File: src/design/hbc_defines.svh
/*
  constants of the 8-bit harvard core: widths, field positions,
  special register addresses, reset values and phase timing.
  assumes it is included by its bare name before the package and core.
*/
`ifndef HBC_DEFINES_SVH
`define HBC_DEFINES_SVH

// widths
`define HBC_INSTR_W      12
`define HBC_DATA_W       8
`define HBC_PADDR_W      10
`define HBC_DADDR_W      7
`define HBC_PROG_WORDS   1024

// instruction fields
`define HBC_F_MSB        4
`define HBC_D_BIT        5
`define HBC_BIT_MSB      7
`define HBC_BIT_LSB      5
`define HBC_K_MSB        7
`define HBC_GOTO_MSB     8

// special register addresses (low five address bits, mirrored per bank)
`define HBC_ADDR_INDIRECT 5'h00
`define HBC_ADDR_PCL      5'h02
`define HBC_ADDR_STATUS   5'h03
`define HBC_ADDR_POINTER  5'h04

// status bit positions
`define HBC_ST_C         0
`define HBC_ST_NC        1
`define HBC_ST_Z         2
`define HBC_ST_PA        5

// reset values
`define HBC_RESET_PC     10'h000
`define HBC_RESET_STATUS 8'h18
`define HBC_RESET_W      8'h00
`define HBC_RESET_PTR    8'h00
`define HBC_RESET_INSTR  12'h000

// timing: one q phase per clock, four phases per instruction cycle
`define HBC_CLK_MHZ      25
`define HBC_Q_PER_CYCLE  4
`define HBC_CYCLE_NS     ((`HBC_Q_PER_CYCLE * 1000) / `HBC_CLK_MHZ)

`endif

File: src/design/hbc_pkg.sv
/*
  types of the 8-bit harvard core: phase, alu operation and branch kind.
  assumes hbc_defines.svh is available for widths.
*/
package hbc_pkg;

  // instruction cycle phases
  typedef enum logic [1:0] {
    Q1,
    Q2,
    Q3,
    Q4
  } hbc_phase_e;

  // alu operations
  typedef enum logic [3:0] {
    ALU_PASS_W,
    ALU_PASS_F,
    ALU_PASS_L,
    ALU_CLR,
    ALU_ADD,
    ALU_SUB,
    ALU_INC,
    ALU_DEC,
    ALU_AND,
    ALU_IOR,
    ALU_XOR,
    ALU_COM,
    ALU_RRF,
    ALU_RLF,
    ALU_SWAP,
    ALU_BITOP
  } hbc_alu_e;

  // program counter changes
  typedef enum logic [1:0] {
    BR_NONE,
    BR_GOTO,
    BR_CALL,
    BR_RET
  } hbc_branch_e;

endpackage : hbc_pkg

File: src/design/hbc_core.sv
/*
  8-bit harvard core datapath: fetch/execute pipeline, alu, working
  register, status, indirect pointer, program counter and two-level stack.
  assumes synchronous program flash (data valid one clock after address)
  and asynchronous data ram reads sampled in the same clock as read enable.
*/
// Summary of operation
// - separate program and data buses, concurrent use
// - every opcode is one 12-bit word
// - 12-bit program port, one word per cycle
// - next fetch overlaps current execution
// - single-cycle instructions, branches take longer
// - 1024x12 program, up to 112 data bytes
// - special registers and pc in data space
// - direct and indirect data addressing supported
// - every operation works on every register
// - 8-bit alu: add, subtract, shift, logic
// - arithmetic is two's complement
// - two operands: working register plus file/literal
// - single operand: working register or file
// - working register has no data address
// - alu updates carry, nibble-carry, zero flags
// - subtraction carries are inverted borrows
// - clock divided into four phases Q1-Q4
// - operand read Q2, result written Q4
// - pc change discards fetched word, two cycles
`timescale 1ns/1ps
`include "hbc_defines.svh"

module hbc_core (
  // clock and reset
  input  wire logic                      clk,
  input  wire logic                      resetn,
  // program memory bus
  output logic [`HBC_PADDR_W-1:0]        progAddr,
  input  wire logic [`HBC_INSTR_W-1:0]   progRdata,
  // data memory bus
  output logic [`HBC_DADDR_W-1:0]        dataAddr,
  output logic                           dataRdEn,
  input  wire logic [`HBC_DATA_W-1:0]    dataRdata,
  output logic                           dataWrEn,
  output logic [`HBC_DATA_W-1:0]         dataWdata,
  // observation
  output logic [`HBC_DATA_W-1:0]         wReg,
  output logic [`HBC_DATA_W-1:0]         status
);

  // add with nibble carry: {carry7, carry3, sum}
  function automatic logic [9:0] hbc_add(input logic [7:0] a, input logic [7:0] b,
                                         input logic cin);
    logic [4:0] lo;
    logic [4:0] hi;
    lo = {1'b0, a[3:0]} + {1'b0, b[3:0]} + {4'h0, cin};
    hi = {1'b0, a[7:4]} + {1'b0, b[7:4]} + {4'h0, lo[4]};
    return {hi[4], lo[4], hi[3:0], lo[3:0]};
  endfunction : hbc_add

  // sequencing state
  hbc_pkg::hbc_phase_e          phase;          // current q phase
  hbc_pkg::hbc_phase_e          next_phase;
  // datapath state
  logic [`HBC_PADDR_W-1:0]      pc;             // next fetch address
  logic [`HBC_PADDR_W-1:0]      next_pc;
  logic [`HBC_PADDR_W-1:0]      next_progAddr;
  logic [`HBC_INSTR_W-1:0]      ir;             // instruction in execution
  logic [`HBC_INSTR_W-1:0]      next_ir;
  logic                         irValid;        // low for discarded slot
  logic                         next_irValid;
  logic [`HBC_DATA_W-1:0]       next_wReg;
  logic [`HBC_DATA_W-1:0]       next_status;
  logic [`HBC_DATA_W-1:0]       pointer;        // indirect pointer
  logic [`HBC_DATA_W-1:0]       next_pointer;
  logic [`HBC_DATA_W-1:0]       operand;        // file operand latched in Q2
  logic [`HBC_DATA_W-1:0]       next_operand;
  logic [`HBC_PADDR_W-1:0]      stack0;         // top of return stack
  logic [`HBC_PADDR_W-1:0]      next_stack0;
  logic [`HBC_PADDR_W-1:0]      stack1;
  logic [`HBC_PADDR_W-1:0]      next_stack1;
  logic [`HBC_DADDR_W-1:0]      next_dataAddr;
  logic                         next_dataRdEn;
  logic                         next_dataWrEn;
  logic [`HBC_DATA_W-1:0]       next_dataWdata;

  // decode results
  hbc_pkg::hbc_alu_e            aluOp;
  hbc_pkg::hbc_branch_e         branch;
  logic                         useLit;         // b operand is literal
  logic                         fileRd;         // needs file operand
  logic                         fileWr;         // result goes to file
  logic                         wWr;            // result goes to working reg
  logic                         affC;
  logic                         affNc;
  logic                         affZ;
  logic                         skipOnZero;     // decrement/increment and skip
  logic                         bitTest;        // bit test and skip
  logic                         bitSet;         // bit op sets rather than clears
  // address and alu results
  logic [4:0]                   fileSel;
  logic [`HBC_DADDR_W-1:0]      effAddr;
  logic                         internalReg;
  logic [`HBC_DATA_W-1:0]       specialRead;
  logic [`HBC_DATA_W-1:0]       opB;
  logic [`HBC_DATA_W-1:0]       aluR;
  logic                         aluC;
  logic                         aluNc;
  logic [9:0]                   addOut;
  logic [`HBC_DATA_W-1:0]       bitMask;
  logic                         doSkip;
  logic                         pclWrite;

  // instruction decode, one 12-bit word per opcode
  always_comb begin
    aluOp      = hbc_pkg::ALU_PASS_W;
    branch     = hbc_pkg::BR_NONE;
    useLit     = 1'b0;
    fileRd     = 1'b0;
    fileWr     = 1'b0;
    wWr        = 1'b0;
    affC       = 1'b0;
    affNc      = 1'b0;
    affZ       = 1'b0;
    skipOnZero = 1'b0;
    bitTest    = 1'b0;
    bitSet     = 1'b0;
    case (ir[11:10])
      2'b00: begin
        if (ir[9:6] == 4'h0) begin
          // move w to file when bit 5 is set; rest are no-ops
          if (ir[5]) begin
            fileWr = 1'b1;
          end else if (ir[4:0] == 5'h00 && ir[9:6] == 4'h0 && ir[5:0] == 6'h00) begin
            aluOp = hbc_pkg::ALU_PASS_W;
          end
        end else if (ir[9:6] == 4'h1) begin
          aluOp = hbc_pkg::ALU_CLR;
          affZ  = 1'b1;
          fileWr = ir[5];
          wWr    = ~ir[5] & (ir[4:0] == 5'h00);
        end else begin
          // file operations with destination bit
          fileRd = 1'b1;
          fileWr = ir[`HBC_D_BIT];
          wWr    = ~ir[`HBC_D_BIT];
          case (ir[9:6])
            4'h2: begin aluOp = hbc_pkg::ALU_SUB; affC = 1'b1; affNc = 1'b1; affZ = 1'b1; end
            4'h3: begin aluOp = hbc_pkg::ALU_DEC; affZ = 1'b1; end
            4'h4: begin aluOp = hbc_pkg::ALU_IOR; affZ = 1'b1; end
            4'h5: begin aluOp = hbc_pkg::ALU_AND; affZ = 1'b1; end
            4'h6: begin aluOp = hbc_pkg::ALU_XOR; affZ = 1'b1; end
            4'h7: begin aluOp = hbc_pkg::ALU_ADD; affC = 1'b1; affNc = 1'b1; affZ = 1'b1; end
            4'h8: begin aluOp = hbc_pkg::ALU_PASS_F; affZ = 1'b1; end
            4'h9: begin aluOp = hbc_pkg::ALU_COM; affZ = 1'b1; end
            4'hA: begin aluOp = hbc_pkg::ALU_INC; affZ = 1'b1; end
            4'hB: begin aluOp = hbc_pkg::ALU_DEC; skipOnZero = 1'b1; end
            4'hC: begin aluOp = hbc_pkg::ALU_RRF; affC = 1'b1; end
            4'hD: begin aluOp = hbc_pkg::ALU_RLF; affC = 1'b1; end
            4'hE: begin aluOp = hbc_pkg::ALU_SWAP; end
            default: begin aluOp = hbc_pkg::ALU_INC; skipOnZero = 1'b1; end
          endcase
        end
      end
      2'b01: begin
        // bit clear, bit set, bit tests
        aluOp  = hbc_pkg::ALU_BITOP;
        fileRd = 1'b1;
        bitSet = ir[8];
        fileWr = ~ir[9];
        bitTest = ir[9];
      end
      2'b10: begin
        // return with literal, call, goto
        aluOp = hbc_pkg::ALU_PASS_L;
        if (ir[9:8] == 2'b00) begin
          branch = hbc_pkg::BR_RET;
          wWr    = 1'b1;
        end else if (ir[9:8] == 2'b01) begin
          branch = hbc_pkg::BR_CALL;
        end else begin
          branch = hbc_pkg::BR_GOTO;
        end
      end
      default: begin
        // literal operations against w
        useLit = 1'b1;
        wWr    = 1'b1;
        case (ir[9:8])
          2'b00:   aluOp = hbc_pkg::ALU_PASS_L;
          2'b01:   begin aluOp = hbc_pkg::ALU_IOR; affZ = 1'b1; end
          2'b10:   begin aluOp = hbc_pkg::ALU_AND; affZ = 1'b1; end
          default: begin aluOp = hbc_pkg::ALU_XOR; affZ = 1'b1; end
        endcase
      end
    endcase
  end

  // operand addressing and special register read
  always_comb begin
    fileSel     = ir[`HBC_F_MSB:0];
    // address zero selects the register the pointer names
    effAddr     = (fileSel == `HBC_ADDR_INDIRECT) ? pointer[`HBC_DADDR_W-1:0]
                                                  : {pointer[6:5], fileSel};
    internalReg = (effAddr[4:0] == `HBC_ADDR_INDIRECT) || (effAddr[4:0] == `HBC_ADDR_PCL) ||
                  (effAddr[4:0] == `HBC_ADDR_STATUS) || (effAddr[4:0] == `HBC_ADDR_POINTER);
    // special registers answer like file registers
    if (effAddr[4:0] == `HBC_ADDR_PCL) begin
      specialRead = progAddr[7:0];
    end else if (effAddr[4:0] == `HBC_ADDR_STATUS) begin
      specialRead = status;
    end else if (effAddr[4:0] == `HBC_ADDR_POINTER) begin
      specialRead = pointer;
    end else begin
      specialRead = 8'h00;
    end
  end

  // eight-bit alu; a is always w, b is file or literal
  always_comb begin
    opB     = useLit ? ir[`HBC_K_MSB:0] : operand;
    bitMask = 8'h01 << ir[`HBC_BIT_MSB:`HBC_BIT_LSB];
    addOut  = 10'h000;
    aluR    = 8'h00;
    aluC    = status[`HBC_ST_C];
    aluNc   = status[`HBC_ST_NC];
    case (aluOp)
      hbc_pkg::ALU_PASS_W: aluR = wReg;
      hbc_pkg::ALU_PASS_F: aluR = opB;
      hbc_pkg::ALU_PASS_L: aluR = ir[`HBC_K_MSB:0];
      hbc_pkg::ALU_CLR:    aluR = 8'h00;
      hbc_pkg::ALU_ADD: begin
        addOut = hbc_add(opB, wReg, 1'b0);
        {aluC, aluNc, aluR} = addOut;
      end
      hbc_pkg::ALU_SUB: begin
        // file minus w as file plus inverted w plus one
        addOut = hbc_add(opB, ~wReg, 1'b1);
        {aluC, aluNc, aluR} = addOut;
      end
      hbc_pkg::ALU_INC: begin
        addOut = hbc_add(opB, 8'h00, 1'b1);
        aluR   = addOut[7:0];
      end
      hbc_pkg::ALU_DEC: begin
        addOut = hbc_add(opB, 8'hFF, 1'b0);
        aluR   = addOut[7:0];
      end
      hbc_pkg::ALU_AND:  aluR = wReg & opB;
      hbc_pkg::ALU_IOR:  aluR = wReg | opB;
      hbc_pkg::ALU_XOR:  aluR = wReg ^ opB;
      hbc_pkg::ALU_COM:  aluR = ~opB;
      hbc_pkg::ALU_RRF: begin
        aluR = {status[`HBC_ST_C], opB[7:1]};
        aluC = opB[0];
      end
      hbc_pkg::ALU_RLF: begin
        aluR = {opB[6:0], status[`HBC_ST_C]};
        aluC = opB[7];
      end
      hbc_pkg::ALU_SWAP: aluR = {opB[3:0], opB[7:4]};
      default:           aluR = bitSet ? (opB | bitMask) : (opB & ~bitMask);
    endcase
    // skip conditions and pc writes through the data space
    doSkip   = irValid && ((skipOnZero && aluR == 8'h00) ||
               (bitTest && (((opB & bitMask) != 8'h00) == ir[8])));
    pclWrite = irValid && fileWr && (effAddr[4:0] == `HBC_ADDR_PCL);
  end

  // phase divider: one phase per clock, four per instruction cycle
  always_comb begin
    case (phase)
      hbc_pkg::Q1: next_phase = hbc_pkg::Q2;
      hbc_pkg::Q2: next_phase = hbc_pkg::Q3;
      hbc_pkg::Q3: next_phase = hbc_pkg::Q4;
      default:     next_phase = hbc_pkg::Q1;
    endcase
  end

  // phase register
  always_ff @(posedge clk or negedge resetn) begin
    if (!resetn) begin
      phase <= hbc_pkg::Q1;
    end else begin
      phase <= next_phase;
    end
  end

  // next values of the datapath per phase
  always_comb begin
    next_pc        = pc;
    next_progAddr  = progAddr;
    next_ir        = ir;
    next_irValid   = irValid;
    next_wReg      = wReg;
    next_status    = status;
    next_pointer   = pointer;
    next_operand   = operand;
    next_stack0    = stack0;
    next_stack1    = stack1;
    next_dataAddr  = dataAddr;
    next_dataRdEn  = 1'b0;
    next_dataWrEn  = 1'b0;
    next_dataWdata = dataWdata;
    case (phase)
      hbc_pkg::Q1: begin
        // present fetch address and advance; set up operand read
        next_progAddr = pc;
        next_pc       = pc + 10'h001;
        next_dataAddr = effAddr;
        next_dataRdEn = irValid && fileRd && !internalReg;
      end
      hbc_pkg::Q2: begin
        // operand read from ram or special register
        next_operand = internalReg ? specialRead : dataRdata;
      end
      hbc_pkg::Q3: begin
        // drive ram write for the Q4 slot
        next_dataWrEn  = irValid && fileWr && !internalReg;
        next_dataWdata = aluR;
      end
      default: begin
        // Q4: commit result, latch next word, resolve branches
        next_ir      = progRdata;
        next_irValid = 1'b1;
        if (irValid) begin
          if (wWr) begin
            next_wReg = aluR;
          end
          if (fileWr && internalReg) begin
            if (effAddr[4:0] == `HBC_ADDR_STATUS) begin
              next_status = aluR;
            end else if (effAddr[4:0] == `HBC_ADDR_POINTER) begin
              next_pointer = aluR;
            end
          end
          if (affC) begin
            next_status[`HBC_ST_C] = aluC;
          end
          if (affNc) begin
            next_status[`HBC_ST_NC] = aluNc;
          end
          if (affZ) begin
            next_status[`HBC_ST_Z] = (aluR == 8'h00);
          end
          // any pc change or skip discards the word just fetched
          if (branch == hbc_pkg::BR_GOTO) begin
            next_pc      = {status[`HBC_ST_PA], ir[`HBC_GOTO_MSB:0]};
            next_irValid = 1'b0;
          end else if (branch == hbc_pkg::BR_CALL) begin
            next_stack1  = stack0;
            next_stack0  = progAddr;
            next_pc      = {status[`HBC_ST_PA], 1'b0, ir[`HBC_K_MSB:0]};
            next_irValid = 1'b0;
          end else if (branch == hbc_pkg::BR_RET) begin
            next_pc      = stack0;
            next_stack0  = stack1;
            next_irValid = 1'b0;
          end else if (pclWrite) begin
            next_pc      = {status[`HBC_ST_PA], 1'b0, aluR};
            next_irValid = 1'b0;
          end else if (doSkip) begin
            next_irValid = 1'b0;
          end
        end
      end
    endcase
  end

  // datapath registers
  always_ff @(posedge clk or negedge resetn) begin
    if (!resetn) begin
      pc        <= `HBC_RESET_PC;
      progAddr  <= `HBC_RESET_PC;
      ir        <= `HBC_RESET_INSTR;
      irValid   <= 1'b0;
      wReg      <= `HBC_RESET_W;
      status    <= `HBC_RESET_STATUS;
      pointer   <= `HBC_RESET_PTR;
      operand   <= 8'h00;
      stack0    <= `HBC_RESET_PC;
      stack1    <= `HBC_RESET_PC;
      dataAddr  <= 7'h00;
      dataRdEn  <= 1'b0;
      dataWrEn  <= 1'b0;
      dataWdata <= 8'h00;
    end else begin
      pc        <= next_pc;
      progAddr  <= next_progAddr;
      ir        <= next_ir;
      irValid   <= next_irValid;
      wReg      <= next_wReg;
      status    <= next_status;
      pointer   <= next_pointer;
      operand   <= next_operand;
      stack0    <= next_stack0;
      stack1    <= next_stack1;
      dataAddr  <= next_dataAddr;
      dataRdEn  <= next_dataRdEn;
      dataWrEn  <= next_dataWrEn;
      dataWdata <= next_dataWdata;
    end
  end

endmodule : hbc_core

File: config.mk
export PLATFORM = sky130hd
export DESIGN_NAME = hbc_core
export DESIGN_NICKNAME = d
export VERILOG_FILES = /design/src/design/hbc_pkg.sv /design/src/design/hbc_core.sv
export VERILOG_INCLUDE_DIRS = /design/src /design/src/design
export SDC_FILE = /design/constraint.sdc
export NUM_CORES = 1
export LEC_CHECK = 0
export ABC_AREA = 1
export BUFFER_PORTS_ARGS = -buffer_cell sky130_fd_sc_hd__buf_2
export CORE_ASPECT_RATIO = 1.5
export CORE_MARGIN = 4
export CORE_UTILIZATION = 35
export DETAILED_ROUTE_END_ITERATION = 10
export MAX_ROUTING_LAYER = met4
export SKIP_LAST_GASP = 1
export SYNTH_ARGS = -nofsm -noshare
export SYNTH_HDL_FRONTEND = slang
export SYNTH_SLANG_ARGS = --single-unit
File: constraint.sdc
create_clock -name clk -period 11.1 [get_ports clk]
set_input_delay 0.555 -clock clk [delete_from_list [all_inputs] [get_ports clk]]
set_output_delay 0.555 -clock clk [all_outputs]
set_load 0.005 [all_outputs]
* Yosys cells after proc, flatten, opt, wreduce, memory -nomap -nowiden
Cells that the tools add are included.
** Cells by class
- Add/subtract/negate cells :: 13
- Eq/ne operators :: 43
- Shift-type cells :: 1
- Multiplexer cells :: 69
- Bitwise gates (word level) :: 16
- Reductions and logical operators :: 50
** Operators by type and width (number)
- case mux 8 bit (15 select lines) :: 1
- two-way mux 10 bit :: 7
- == test 4 bit, second input constant :: 14
- two-way mux 8 bit :: 6
- case mux 4 bit (11 select lines) :: 1
- two-way mux 1 bit :: 36
- == test 4 x 3 -> 1 bit, second input constant :: 8
- AND 8 bit :: 3
- inverter 8 bit :: 3
- case mux 4 bit (3 select lines) :: 2
- adder 4 x 4 -> 5 bit :: 4
- case mux 10 bit (2 select lines) :: 1
- == test 4 x 2 -> 1 bit, second input constant :: 4
- OR 8 bit :: 2
- AND reduction 4 bit :: 4
- nonzero test 2 bit :: 8
- AND reduction 5 bit :: 3
- OR reduction 12 bit :: 1
- adder 10 x 1 -> 10 bit, second input constant :: 1
- adder 5 x 1 -> 5 bit :: 2
- == test 2 bit, second input constant :: 5
- == test 5 x 2 -> 1 bit, second input constant :: 2
- logical NOT 5 bit :: 2
- logical AND 1 bit :: 9
- other kinds (35) :: 63
** Storage, ports and cells
- Flip-flop bits (word level) :: 104
- Bits of input ports :: 22
- Output and inout bits :: 43

* Logic depth before layout (Yosys ltp)
Gate-level depths: netlist of the first run.
- Depth after elaboration :: 18
- Gate-level depth with buffers :: 27
- Depth with buffers taken out :: 25

* Worst setup path before layout of the first run
Ideal clock, no wire load.
- Path kind :: register -> register
- From :: register ir[10]
- To :: register irValid
- Library setup time :: 0.121 ns
- Data arrival time :: 3.817 ns
- Data required time :: 10.979 ns
- Slack :: 7.163 ns
- Stages on the path, launching flop included :: 24
- Buffers on the path :: 1
- Cells stage by stage :: dfrtp_1 ha_1 buf_2 nand2_1 o21ai_0 inv_2 ha_1 inv_1 fa_1 o21ai_0 a21oi_1 fa_1 fa_1 inv_1 nand4_1 nand2_1 nor2_1 nand2_1 o21ai_2 nand2_1 nor2_2 nand3_1 nand2_1 a21oi_1
** On the way
- Longest elaborated chain between the ends :: 17
** RTL lines
- start, declared :: line hbc_core.sv:65 : logic [`HBC_INSTR_W-1:0] ir;
- start signal, assigned :: line hbc_core.sv:372 : ir <= `HBC_RESET_INSTR;
- start signal, assigned :: line hbc_core.sv:387 : ir <= next_ir;
- == test 2 bit, or another cell as far along :: line hbc_core.sv:125 : case (ir[11:10])
- OR reduction 3 bit (no line)
- two-way mux 8 bit :: line hbc_core.sv:218 : opB = useLit ? ir[`HBC_K_MSB:0] : operand;
- adder 4 x 4 -> 5 bit :: line hbc_core.sv:53 : lo = {1'b0, a[3:0]} + {1'b0, b[3:0]} + {4'h0, cin};
- adder 5 x 1 -> 5 bit :: line hbc_core.sv:53
- adder 5 x 1 -> 5 bit :: line hbc_core.sv:54 : hi = {1'b0, a[7:4]} + {1'b0, b[7:4]} + {4'h0, lo[4]};
- case mux 8 bit (15 select lines) :: line hbc_core.sv:224 : case (aluOp)
- logical NOT 8 bit :: line hbc_core.sv:262 : doSkip = irValid && ((skipOnZero && aluR == 8'h00) ||
- logical AND 1 bit :: line hbc_core.sv:262
- logical OR 1 bit :: line hbc_core.sv:262
- logical AND 1 bit :: line hbc_core.sv:262
- two-way mux 1 bit :: line hbc_core.sv:359 : end else if (doSkip) begin
- two-way mux 1 bit :: line hbc_core.sv:356 : end else if (pclWrite) begin
- two-way mux 1 bit :: line hbc_core.sv:352 : end else if (branch == hbc_pkg::BR_RET) begin
- two-way mux 1 bit :: line hbc_core.sv:347 : end else if (branch == hbc_pkg::BR_CALL) begin
- two-way mux 1 bit (*) :: line hbc_core.sv:344 : if (branch == hbc_pkg::BR_GOTO) begin
- two-way mux 1 bit (*) :: line hbc_core.sv:323 : if (irValid) begin
- end signal, assigned :: line hbc_core.sv:388 : irValid <= next_irValid;
- end, declared :: line hbc_core.sv:67 : logic irValid;
Mark *: on every way between the ends. The rest lies on a longest branch, timed or not.
A chain may end at the register's enable or synchronous reset.

* Worst setup path after layout of the first run
- From :: register ir[11]
- To :: register irValid
The elaborated chain is that of the path after synthesis.

==> results.toml, run 1 <==
[timing]
setup_violations = 0
max_slew.worst_pin.slew_ns = 0.9622
fin_skew_ns = 0.006468
drv_slew = 0
relSlewSlack_pct = 34.19
hold_viol = 0
hold_ws_ns = 0.2265
fmax_ghz = 0.2013
fin_crit_ns = 4.968
rsz0062_at_grt = "no"
fin_crit_sh_pct = 44.75
worst_slack_ns = 6.132
tns_ns = 0

[yosys]
ys_seq_area_share_pct = 32.92
yosysMostFrequentCell = "nand2_1"
netlist-cell-type-count = 49
syn_area_per_cell_um2 = 7.162
synthTopCellsByCount = "250 x nand2_1, 154 x inv_1, 108 x o21ai_0"
postSynth.asyncResetShare_pct = 100.0
synthTopCellsByArea = "dfrtp_1 32%, nand2_1 12%, inv_1 7.3%"
synth_top_family_by_area = "simple AND/OR/NAND/NOR gates"
synthMuxAreaShare_pct = 0.1423
yosys.area.top_type = "dfrtp_1"
synth_fa_ha_area_share_pct = 8.158
synth_xor_area_share_pct = 1.771
synth_compound_area_share_pct = 17.30
synth_ff_type = "dfrtp_1"
netlist_instances = 1105
ys_ff_latch = 104
synth_edf_count = 0
yosys.area_share.simple_pct = 27.84
yosysWarnings = 0
synth_top_area_share_pct = 32.25
syn_area_um2 = 7914
syn-num-nets = 1175

[cells_and_area]
syn_to_final_growth_pct = 9.581
final_nets = 1214
diodes = 0
drive_gt1_share_pct = 12.37

[grt]
grt.total_usage_pct = 23.33
antenna_found_initial = 0
grt.overflow.total = 0
grt_max_degree = 58
grt_pass1_wl_um = 43450
grt_pass1_vias = 7688

[power_and_ir_drop]
max-vdd-ir-drop_mv = 0.09756
power_density_nw_per_um2 = 159.5
p_leak_nw = 4.399

[routing]
drc = 0
wire_per_inst_um = 19.43
drtIter0Drc = 609
drtAntennaViolNets = 0
dr.pass1.iters = 5
vias = 7701
avgViaCountPerCell = 5.408
finalWirelength_um = 27670

[clock_tree]
cts_num_sinks = 104
clkSlewWorstSetupHoldPaths_ns = 0.06
cts_tree = "done"
clockRootBuffer = "clkbuf_16"
ctsResizeCount = 0
cts_buffer_depth = 2
hold_buffers = 0
cts_buffers = 9
cts_setup_buffers = 0
htree_levels = 3
clock_latency_ns = 0.36

[floorplanning]
die_h_um = 192.2
fp.dieW_um = 130.8
start_util_pct = 35.49
rows = 67
design.die.area_um2 = 25130
io_pins = 65
core_um2 = 22300

[critical_path]
cpMostUsedCell = "nand2_1"
worst-path-buf-inv = 3
critPathCaptureType = "flip-flop"
criticalPathCategory = "flip-flop to flip-flop"
crit_path_max_incr_delay_ns = 0.66
crit_chain = "ha_1 -> o21ai_0 -> inv_2 -> ha_1 -> inv_1 -> fa_1 -> o21ai_0 -> a21oi_1 -> fa_1 -> fa_1 -> inv_1 -> nand4_1 -> nand2_1 -> nor2_1 -> nand2_1 -> o21ai_2 -> nand2_1 -> nor2_2 -> nand3_1 -> nand2_1 -> a21oi_1"
worstPathMaxFanout = 22
crit_family = "adder cells"
critical_path.startpoint_type = "flip-flop"
worstPathRequired_ns = 11.34
arrival_ns = 5.21
critPathSlowestCell = "ha_1"

[worst_hold_path]
hp-class = "input pin to async pin"

[placed_design]
place_ws_ns = 6.172
port-buffer-count = 64
hpwlAfterDp_um = 21120
place.gp.congestion = 0.9961

[run]
max_cap_viol_count = 0

[run_status]
status = "completed"
-- cells by family (layout without fill, tap and decap cells) --
| logic type | count (synthesis) | in the layout |
|---|---|---|
| compound gates | 230 | 230 |
| simple gates | 493 | 493 |
| mux | 1 | 1 |
| flops | 104 | 104 |
| buf+inv | 213 | 256 |
| fa+ha+maj | 48 | 48 |
| xor+xnor | 16 | 16 |
-- cell usage in the layout, fill, tap and decap left out, types with 9 or more instances in the layout --
cell type,synthesis,final
nand2_1,250,250
clkbuf_16,0,9
a21oi_1,30,30
a221oi_1,10,10
inv_1,154,154
xor2_1,15,15
o211ai_1,20,20
dfrtp_1,102,102
o22ai_1,17,17
nand2_2,9,9
ha_1,42,42
buf_2,5,63
nor2_1,102,102
buf_4,5,13
o21ai_0,108,108
nand3_1,56,56
nand4_1,44,44
-- layout make-up --
type / count / area, um2
clock buffer: 10 / 239.0
clock inverter: 5 / 78.83
fill: 2372 / 13630
inverter: 165 / 621.8
multi-input combinational: 788 / 4369
sequential: 104 / 2605
tap: 276 / 345.3
timing repair buffer: 76 / 412.9
-- final timing paths --
path | from | to | slack (ns) | cells after the start
min reg2reg | dataAddr[5] | dataAddr[5] | 0.47 | 2
max reg2reg | ir[11] | irValid | 6.13 | 21
max | ir[11] | irValid | 6.13 | 21
min in group clk | progRdata[5] | ir[5] | 0.40 | 3
min | resetn | stack1[8] | 0.23 | 1
max in group asynchronous | resetn | status[0] | 9.69 | 2
-- routing by layer --
| metal | part of all wire [%] | up-vias | track usage, % |
|---|---|---|---|
| met1 | 38 | 3628 | 25.93 |
| met4 | 7.1 | 0 | 14.77 |
| met2 | 50 | 256 | 39.44 |
| met3 | 4.0 | 109 | 2.393 |
| li1 | - | 3708 | - |
| met5 | 0 | - | - |
-- metrics by stage --
step | area [um2] | utilization [%] | instances | power, mW
2_1_floorplan | 7914 | - | 1105 | 0.8381
3_3_place_gp | 8354 | 37.46 | 1409 | 1.036
3_5_place_dp | 8354 | 37.46 | 1409 | 1.039
4_1_cts | 8672 | 38.89 | 1424 | 1.388
5_1_grt | 8672 | 38.89 | 1424 | 1.476
6_report | 8672 | 38.89 | 1424 | 1.383
-- power by group --
| part | internal, mW | switching [mW] |
|---|---|---|
| Sequential | 0.445 | 0.0822 |
| Combinational | 0.172 | 0.338 |
| Clock | 0.203 | 0.144 |
-- state kept, by name, indices dropped and copies added (netlist names) --
signal,count
dataAddr,7
phase,2
pc,10
progAddr,10
dataWdata,8
operand,8
ir,12
status,8
stack0,10
pointer,8
dataRdEn,1
stack1,10
dataWrEn,1
wReg,8
irValid,1
Power figures use the tool's default switching activity.
==> inputs of run 2 (changes only) <==
--- a/config.mk
+++ b/config.mk
@@ -6,7 +6,7 @@
 export SDC_FILE = /design/constraint.sdc
 export NUM_CORES = 1
 export LEC_CHECK = 0
-export ABC_AREA = 1
+export ABC_AREA = 0
 export BUFFER_PORTS_ARGS = -buffer_cell sky130_fd_sc_hd__buf_2
 export CORE_ASPECT_RATIO = 1.5
 export CORE_MARGIN = 4
==> constraint.sdc (replaced) <==
create_clock -name clk -period 4.1 [get_ports clk]
set_input_delay 0.205 -clock clk [delete_from_list [all_inputs] [get_ports clk]]
set_output_delay 0.205 -clock clk [all_outputs]
set_load 0.005 [all_outputs]
==> results.toml, run 2 <==
[timing]
fin_skew_ns = 0.02016
fmax_ghz = 0.2424
hold_viol = 0
max_slew.worst_pin.slew_ns = 1.174
fin_crit_sh_pct = 100.6
fin_crit_ns = 4.125
worst_slack_ns = -0.02489
rsz0062_at_grt = "yes"
relSlewSlack_pct = 21.72
drv_slew = 0
setup_violations = 2

[yosys]
synth_top_area_share_pct = 32.32
postSynth.asyncResetShare_pct = 100.0
syn-num-nets = 961
ys_ff_latch = 104
synth_top_family_by_area = "compound AO/OA/AOI/OAI gates"
ys_seq_area_share_pct = 32.98
netlist-cell-type-count = 90
yosys.area.top_type = "dfrtp_1"
yosysMostFrequentCell = "dfrtp_1"
synth_ff_type = "dfrtp_1"
syn_area_um2 = 7898
synthTopCellsByCount = "102 x dfrtp_1, 82 x nand2_1, 72 x o21ai_0"
synth_xor_area_share_pct = 0.9981
yosysWarnings = 0
synth_fa_ha_area_share_pct = 8.175
synth_edf_count = 0
yosys.area_share.simple_pct = 16.95
netlist_instances = 891
synth_compound_area_share_pct = 24.38
synthMuxAreaShare_pct = 11.28
syn_area_per_cell_um2 = 8.864
synthTopCellsByArea = "dfrtp_1 32%, mux2_2 7.1%, ha_1 6.7%"

[routing]
wire_per_inst_um = 22.97
drtIter0Drc = 1052
drtAntennaViolNets = 0
vias = 7830
dr.pass1.iters = 6
drc = 0
avgViaCountPerCell = 6.032
finalWirelength_um = 29820

[floorplanning]
io_pins = 65
design.die.area_um2 = 25080
die_h_um = 192.0
start_util_pct = 35.42
core_um2 = 22300
rows = 67
fp.dieW_um = 130.7

[clock_tree]
clockRootBuffer = "clkbuf_16"
htree_levels = 3
cts_num_sinks = 104
cts_tree = "done"
clkSlewWorstSetupHoldPaths_ns = 0.08
cts_buffers = 9
clock_latency_ns = 0.36
cts_buffer_depth = 2

[cells_and_area]
drive_gt1_share_pct = 27.30
mostFrequentLayoutCells = "108 x buf_4, 102 x dfrtp_1, 82 x nand2_1"
regMostFlops = "ir"
finalNonFillerCells = 1298
fin_area_um2 = 9517
final_nets = 1088
syn_to_final_growth_pct = 20.50
diodes = 0
largest_reg_flops = 12
layout_commonest_cell = "buf_4"

[critical_path]
critical_path.startpoint_type = "flip-flop"
critPathCaptureType = "flip-flop"
arrival_ns = 4.35
critPathSlowestCell = "fa_1"
criticalPathCategory = "flip-flop to flip-flop"
worstPathMaxFanout = 4
worst-path-buf-inv = 2
crit_chain = "ha_4 -> mux2i_4 -> inv_2 -> ha_4 -> inv_2 -> fa_2 -> nor2_1 -> nor2_1 -> nor2_1 -> nor2_2 -> fa_2 -> fa_1 -> a21oi_2 -> a32oi_1 -> nand3_1 -> o32a_1 -> or4_4 -> nor3_4 -> a31oi_1"
cpMostUsedCell = "nor2_1"
crit_family = "adder cells"
crit_path_max_incr_delay_ns = 0.51
crit_path_start = "ir[11]"
regToRegStartpoint = "ir[11]"
worstPathRequired_ns = 4.33

[run]
max_cap_viol_count = 0

[grt]
grt_max_degree = 46
antenna_found_initial = 0
grt.total_usage_pct = 24.56
grt_pass1_wl_um = 45770
grt.overflow.total = 0
grt_pass1_vias = 7630

[placed_design]
dp.cells = 1278
placed_cell_area_um2 = 9140
place.gp.congestion = 1.002
port-buffer-count = 64
hpwlAfterDp_um = 23070

[power_and_ir_drop]
p_leak_nw = 4.160
max-vdd-ir-drop_mv = 0.2634
power_density_nw_per_um2 = 413.2

[worst_hold_path]
hp-class = "input pin to flip-flop"
min_from = "progRdata[8]"

[run_status]
status = "complete, but fails checks"
violations = "negative setup slack"
run 2: worst paths after layout:
path	to	slack [ns]	depth (start not counted)
worst max-delay path	irValid	-0.02	19
max in group asynchronous	pc[0]	2.84	3
worst max register to register	irValid	-0.02	19
worst min-delay path	ir[8]	0.08	3
worst min register to register	dataAddr[5]	0.51	1
min in group asynchronous	operand[4]	0.33	2
run 2: layout make-up:
| class | count | area [um2] |
|---|---|---|
| fillers | 2234 | 12780 |
| clock inverters | 6 | 53.80 |
| clock buffers | 9 | 225.2 |
| flip-flops and latches | 104 | 2605 |
| inverters | 34 | 127.6 |
| repair buffers | 174 | 1167 |
| well taps | 276 | 345.3 |
| multi-input cells | 695 | 4992 |
run 2: worst register-to-register path, cell delays in order, from the launching register on:
cell	delay (ns)
dfrtp_1	0.41
ha_4	0.20
mux2i_4	0.19
inv_2	0.08
ha_4	0.13
inv_2	0.03
fa_2	0.34
nor2_1	0.10
nor2_1	0.05
nor2_1	0.11
nor2_2	0.07
fa_2	0.38
fa_1	0.51
a21oi_2	0.05
a32oi_1	0.23
nand3_1	0.12
o32a_1	0.33
or4_4	0.45
nor3_4	0.14
a31oi_1	0.09
run 2: per-layer routing:
metal / GRT usage [%] / wire length, um
met5: - / 0
met4: 11.44 / 1617
met3: 2.949 / 1452
met2: 41.35 / 15240
met1: 29.00 / 11510
run 2: power breakdown:
group	switching, mW	total, mW	internal [mW]
clock network	0.417	0.835	0.418
registers	0.204	1.40	1.19
logic	0.955	1.70	0.745
total	1.58	3.93	2.36
run 2: logic make-up (layout without fill, tap and decap cells):
logic type | after synthesis | in the layout
compound gates | 283 | 283
buf+inv | 92 | 223
flops | 104 | 104
simple gates | 274 | 274
mux | 81 | 81
xor+xnor | 9 | 9
fa+ha+maj | 48 | 48
run 2: per-stage QoR:
stage                     total power, mW  setup slack (ns)  hold slack [ns]   TNS, ns  util, %
after global routing                4.160           -0.2152          0.08505   -0.8118    42.68
final                               3.933          -0.02489          0.07914  -0.03328    42.68
after CTS                           3.913          -0.06458          0.07583   -0.1264    42.57
after global placement              3.043           -0.1486           0.1710   -0.2786    40.99
after floorplan                     2.283           -0.2201         -0.09059   -0.4335        -
after detailed placement            3.041           -0.2265           0.1721   -0.4207    40.99
run 2: what timing repair did:
action | in CTS | in global routing
setup buffers | 2 | 2
pin swaps | 12 | 8
hold endpoints to repair | 31 | 0
hold buffers | 1 | 0
resized for setup | 10 | 3
setup endpoints to repair | 2 | 13
==> inputs of run 3 (changes only) <==
==> constraint.sdc (replaced) <==
create_clock -name clk -period 3.8 [get_ports clk]
set_input_delay 0.19 -clock clk [delete_from_list [all_inputs] [get_ports clk]]
set_output_delay 0.19 -clock clk [all_outputs]
set_load 0.005 [all_outputs]
==> results.toml, run 3 (synthesis gave the netlist of run 2 again) <==
[clock_tree]
clock_latency_ns = 0.36
clockRootBuffer = "clkbuf_16"
cts_tree = "done"
clkSlewWorstSetupHoldPaths_ns = 0.08
cts_buffer_depth = 2
cts_num_sinks = 104
htree_levels = 3
cts_buffers = 9

[placed_design]
dp.cells = 1295
place.gp.congestion = 1.008
port-buffer-count = 64
hpwlAfterDp_um = 23720

[timing]
hold_ws_ns = 0.06540
rsz0062_at_grt = "yes"
fin_crit_ns = 4.189
fin_crit_sh_pct = 110.2
worst_slack_ns = -0.3891
drv_slew = 0
fmax_ghz = 0.2387
setup_violations = 18
fin_skew_ns = 0.01598
relSlewSlack_pct = 45.70
max_slew.worst_pin.slew_ns = 0.8144
hold_viol = 0
tns_ns = -3.321

[critical_path]
crit_path_max_incr_delay_ns = 0.54
reg2regPathDepth = 19
worstPathRequired_ns = 4.03
critical_path.startpoint_type = "flip-flop"
regToRegStartpoint = "ir[10]"
arrival_ns = 4.42
critPathCaptureType = "flip-flop"
criticalPathCategory = "flip-flop to flip-flop"
critPathSlowestCell = "or4_4"
crit_chain = "ha_4 -> mux2i_4 -> inv_2 -> ha_4 -> inv_2 -> fa_2 -> nor2_2 -> nor2_1 -> nor2_1 -> nor2_2 -> fa_2 -> fa_1 -> a21oi_1 -> a32oi_1 -> nand3_1 -> o32a_1 -> or4_4 -> nor3_4 -> a31oi_1"
r2r_end = "irValid"
r2r_slack_ns = -0.39
worstPathMaxFanout = 4

[cells_and_area]
regMostFlops = "ir"
drive_gt1_share_pct = 29.97
mostFrequentLayoutCells = "115 x buf_4, 102 x dfrtp_1, 80 x nand2_1"
final_nets = 1106
num-fill-cells = 2241
finalNonFillerCells = 1317
diodes = 0
layout_commonest_cell = "buf_4"
largest_reg_flops = 12
syn_to_final_growth_pct = 24.62

[grt]
antenna_found_initial = 0
grt_pass1_wl_um = 46280
grt.overflow.total = 0
grt_pass1_vias = 7779
grt_max_degree = 46
grt.total_usage_pct = 25.03

[floorplanning]
die_h_um = 192.0
core_um2 = 22300
io_pins = 65
start_util_pct = 35.42
design.die.area_um2 = 25080
fp.dieW_um = 130.7
rows = 67

[run_status]
violations = "negative setup slack"
status = "complete, but fails checks"

[routing]
wire_per_inst_um = 23.14
vias = 7896
dr.pass1.iters = 6
drc = 0
avgViaCountPerCell = 5.995
drtAntennaViolNets = 0
drtIter0Drc = 910
finalWirelength_um = 30470

[worst_hold_path]
hold_end = "ir[8]"
min_from = "progRdata[8]"
hold_depth = 3
hp-class = "input pin to flip-flop"

[power_and_ir_drop]
power_mw = 4.403
p_leak_nw = 4.315
power_density_nw_per_um2 = 447.3
max-vdd-ir-drop_mv = 0.3550

[run]
max_cap_viol_count = 0
==> run 3: final cells by class <==
class                      instances  area, um2  area share [%]
multi-input combinational        695       5077           51.59
sequential                       104       2605           26.47
timing repair buffer             192       1400           14.23
tap                              276      345.3           3.509
clock buffer                      10      229.0           2.326
inverter                          34      127.6           1.297
clock inverter                     6      57.56          0.5848
==> run 3: worst max path at each step <==
stage	slack, ns	startpoint	cells after the start	endpoint
floorplan	-0.52	ir[11]	21	irValid
global route	-0.55	ir[10]	19	irValid
finish	-0.39	ir[10]	19	irValid
global placement	-0.48	ir[10]	19	irValid
detailed placement	-0.50	ir[10]	19	irValid
CTS	-0.38	ir[10]	19	irValid
==> run 3: through the flow <==
stage / setup slack (ns) / area (um2) / util, %
after global placement: -0.4757 / 9336 / 41.87
final: -0.3891 / 9842 / 44.14
after global routing: -0.5549 / 9842 / 44.14
after floorplan: -0.5201 / 7974 / -
after CTS: -0.3778 / 9676 / 43.39
after detailed placement: -0.4965 / 9336 / 41.87
==> run 3: per-layer routing <==
metal | track usage (%) | share of wire (%) | up-vias
li1 | - | - | 3599
met1 | 29.09 | 38 | 3830
met2 | 42.21 | 52 | 365
met3 | 2.476 | 4.6 | 102
met4 | 13.30 | 6.0 | 0
met5 | - | 0 | -
==> run 3: repair_timing <==
action,4_1_cts,5_1_grt
endpoints found under the setup margin,18,30
hold buffers,1,0
resized for setup,7,32
setup buffers,1,4
hold endpoints to repair,19,0
pin swaps,1,6
==> run 3: where the power goes <==
group | switching, mW | internal (mW) | total (mW) | leakage, nW
Combinational | 1.08 | 0.895 | 1.97 | 2.88
Clock | 0.453 | 0.462 | 0.915 | 0.141
Sequential | 0.226 | 1.29 | 1.51 | 1.30
Total | 1.76 | 2.64 | 4.40 | 4.32
==> run 3: worst max-delay path: cells and delay by family (launching register included) <==
family,cells,cell delay [ns]
mux,1,0.20
fa+ha+maj,5,1.55
buf+inv,2,0.11
compound gates,4,0.69
simple gates,7,1.10
flops,1,0.41
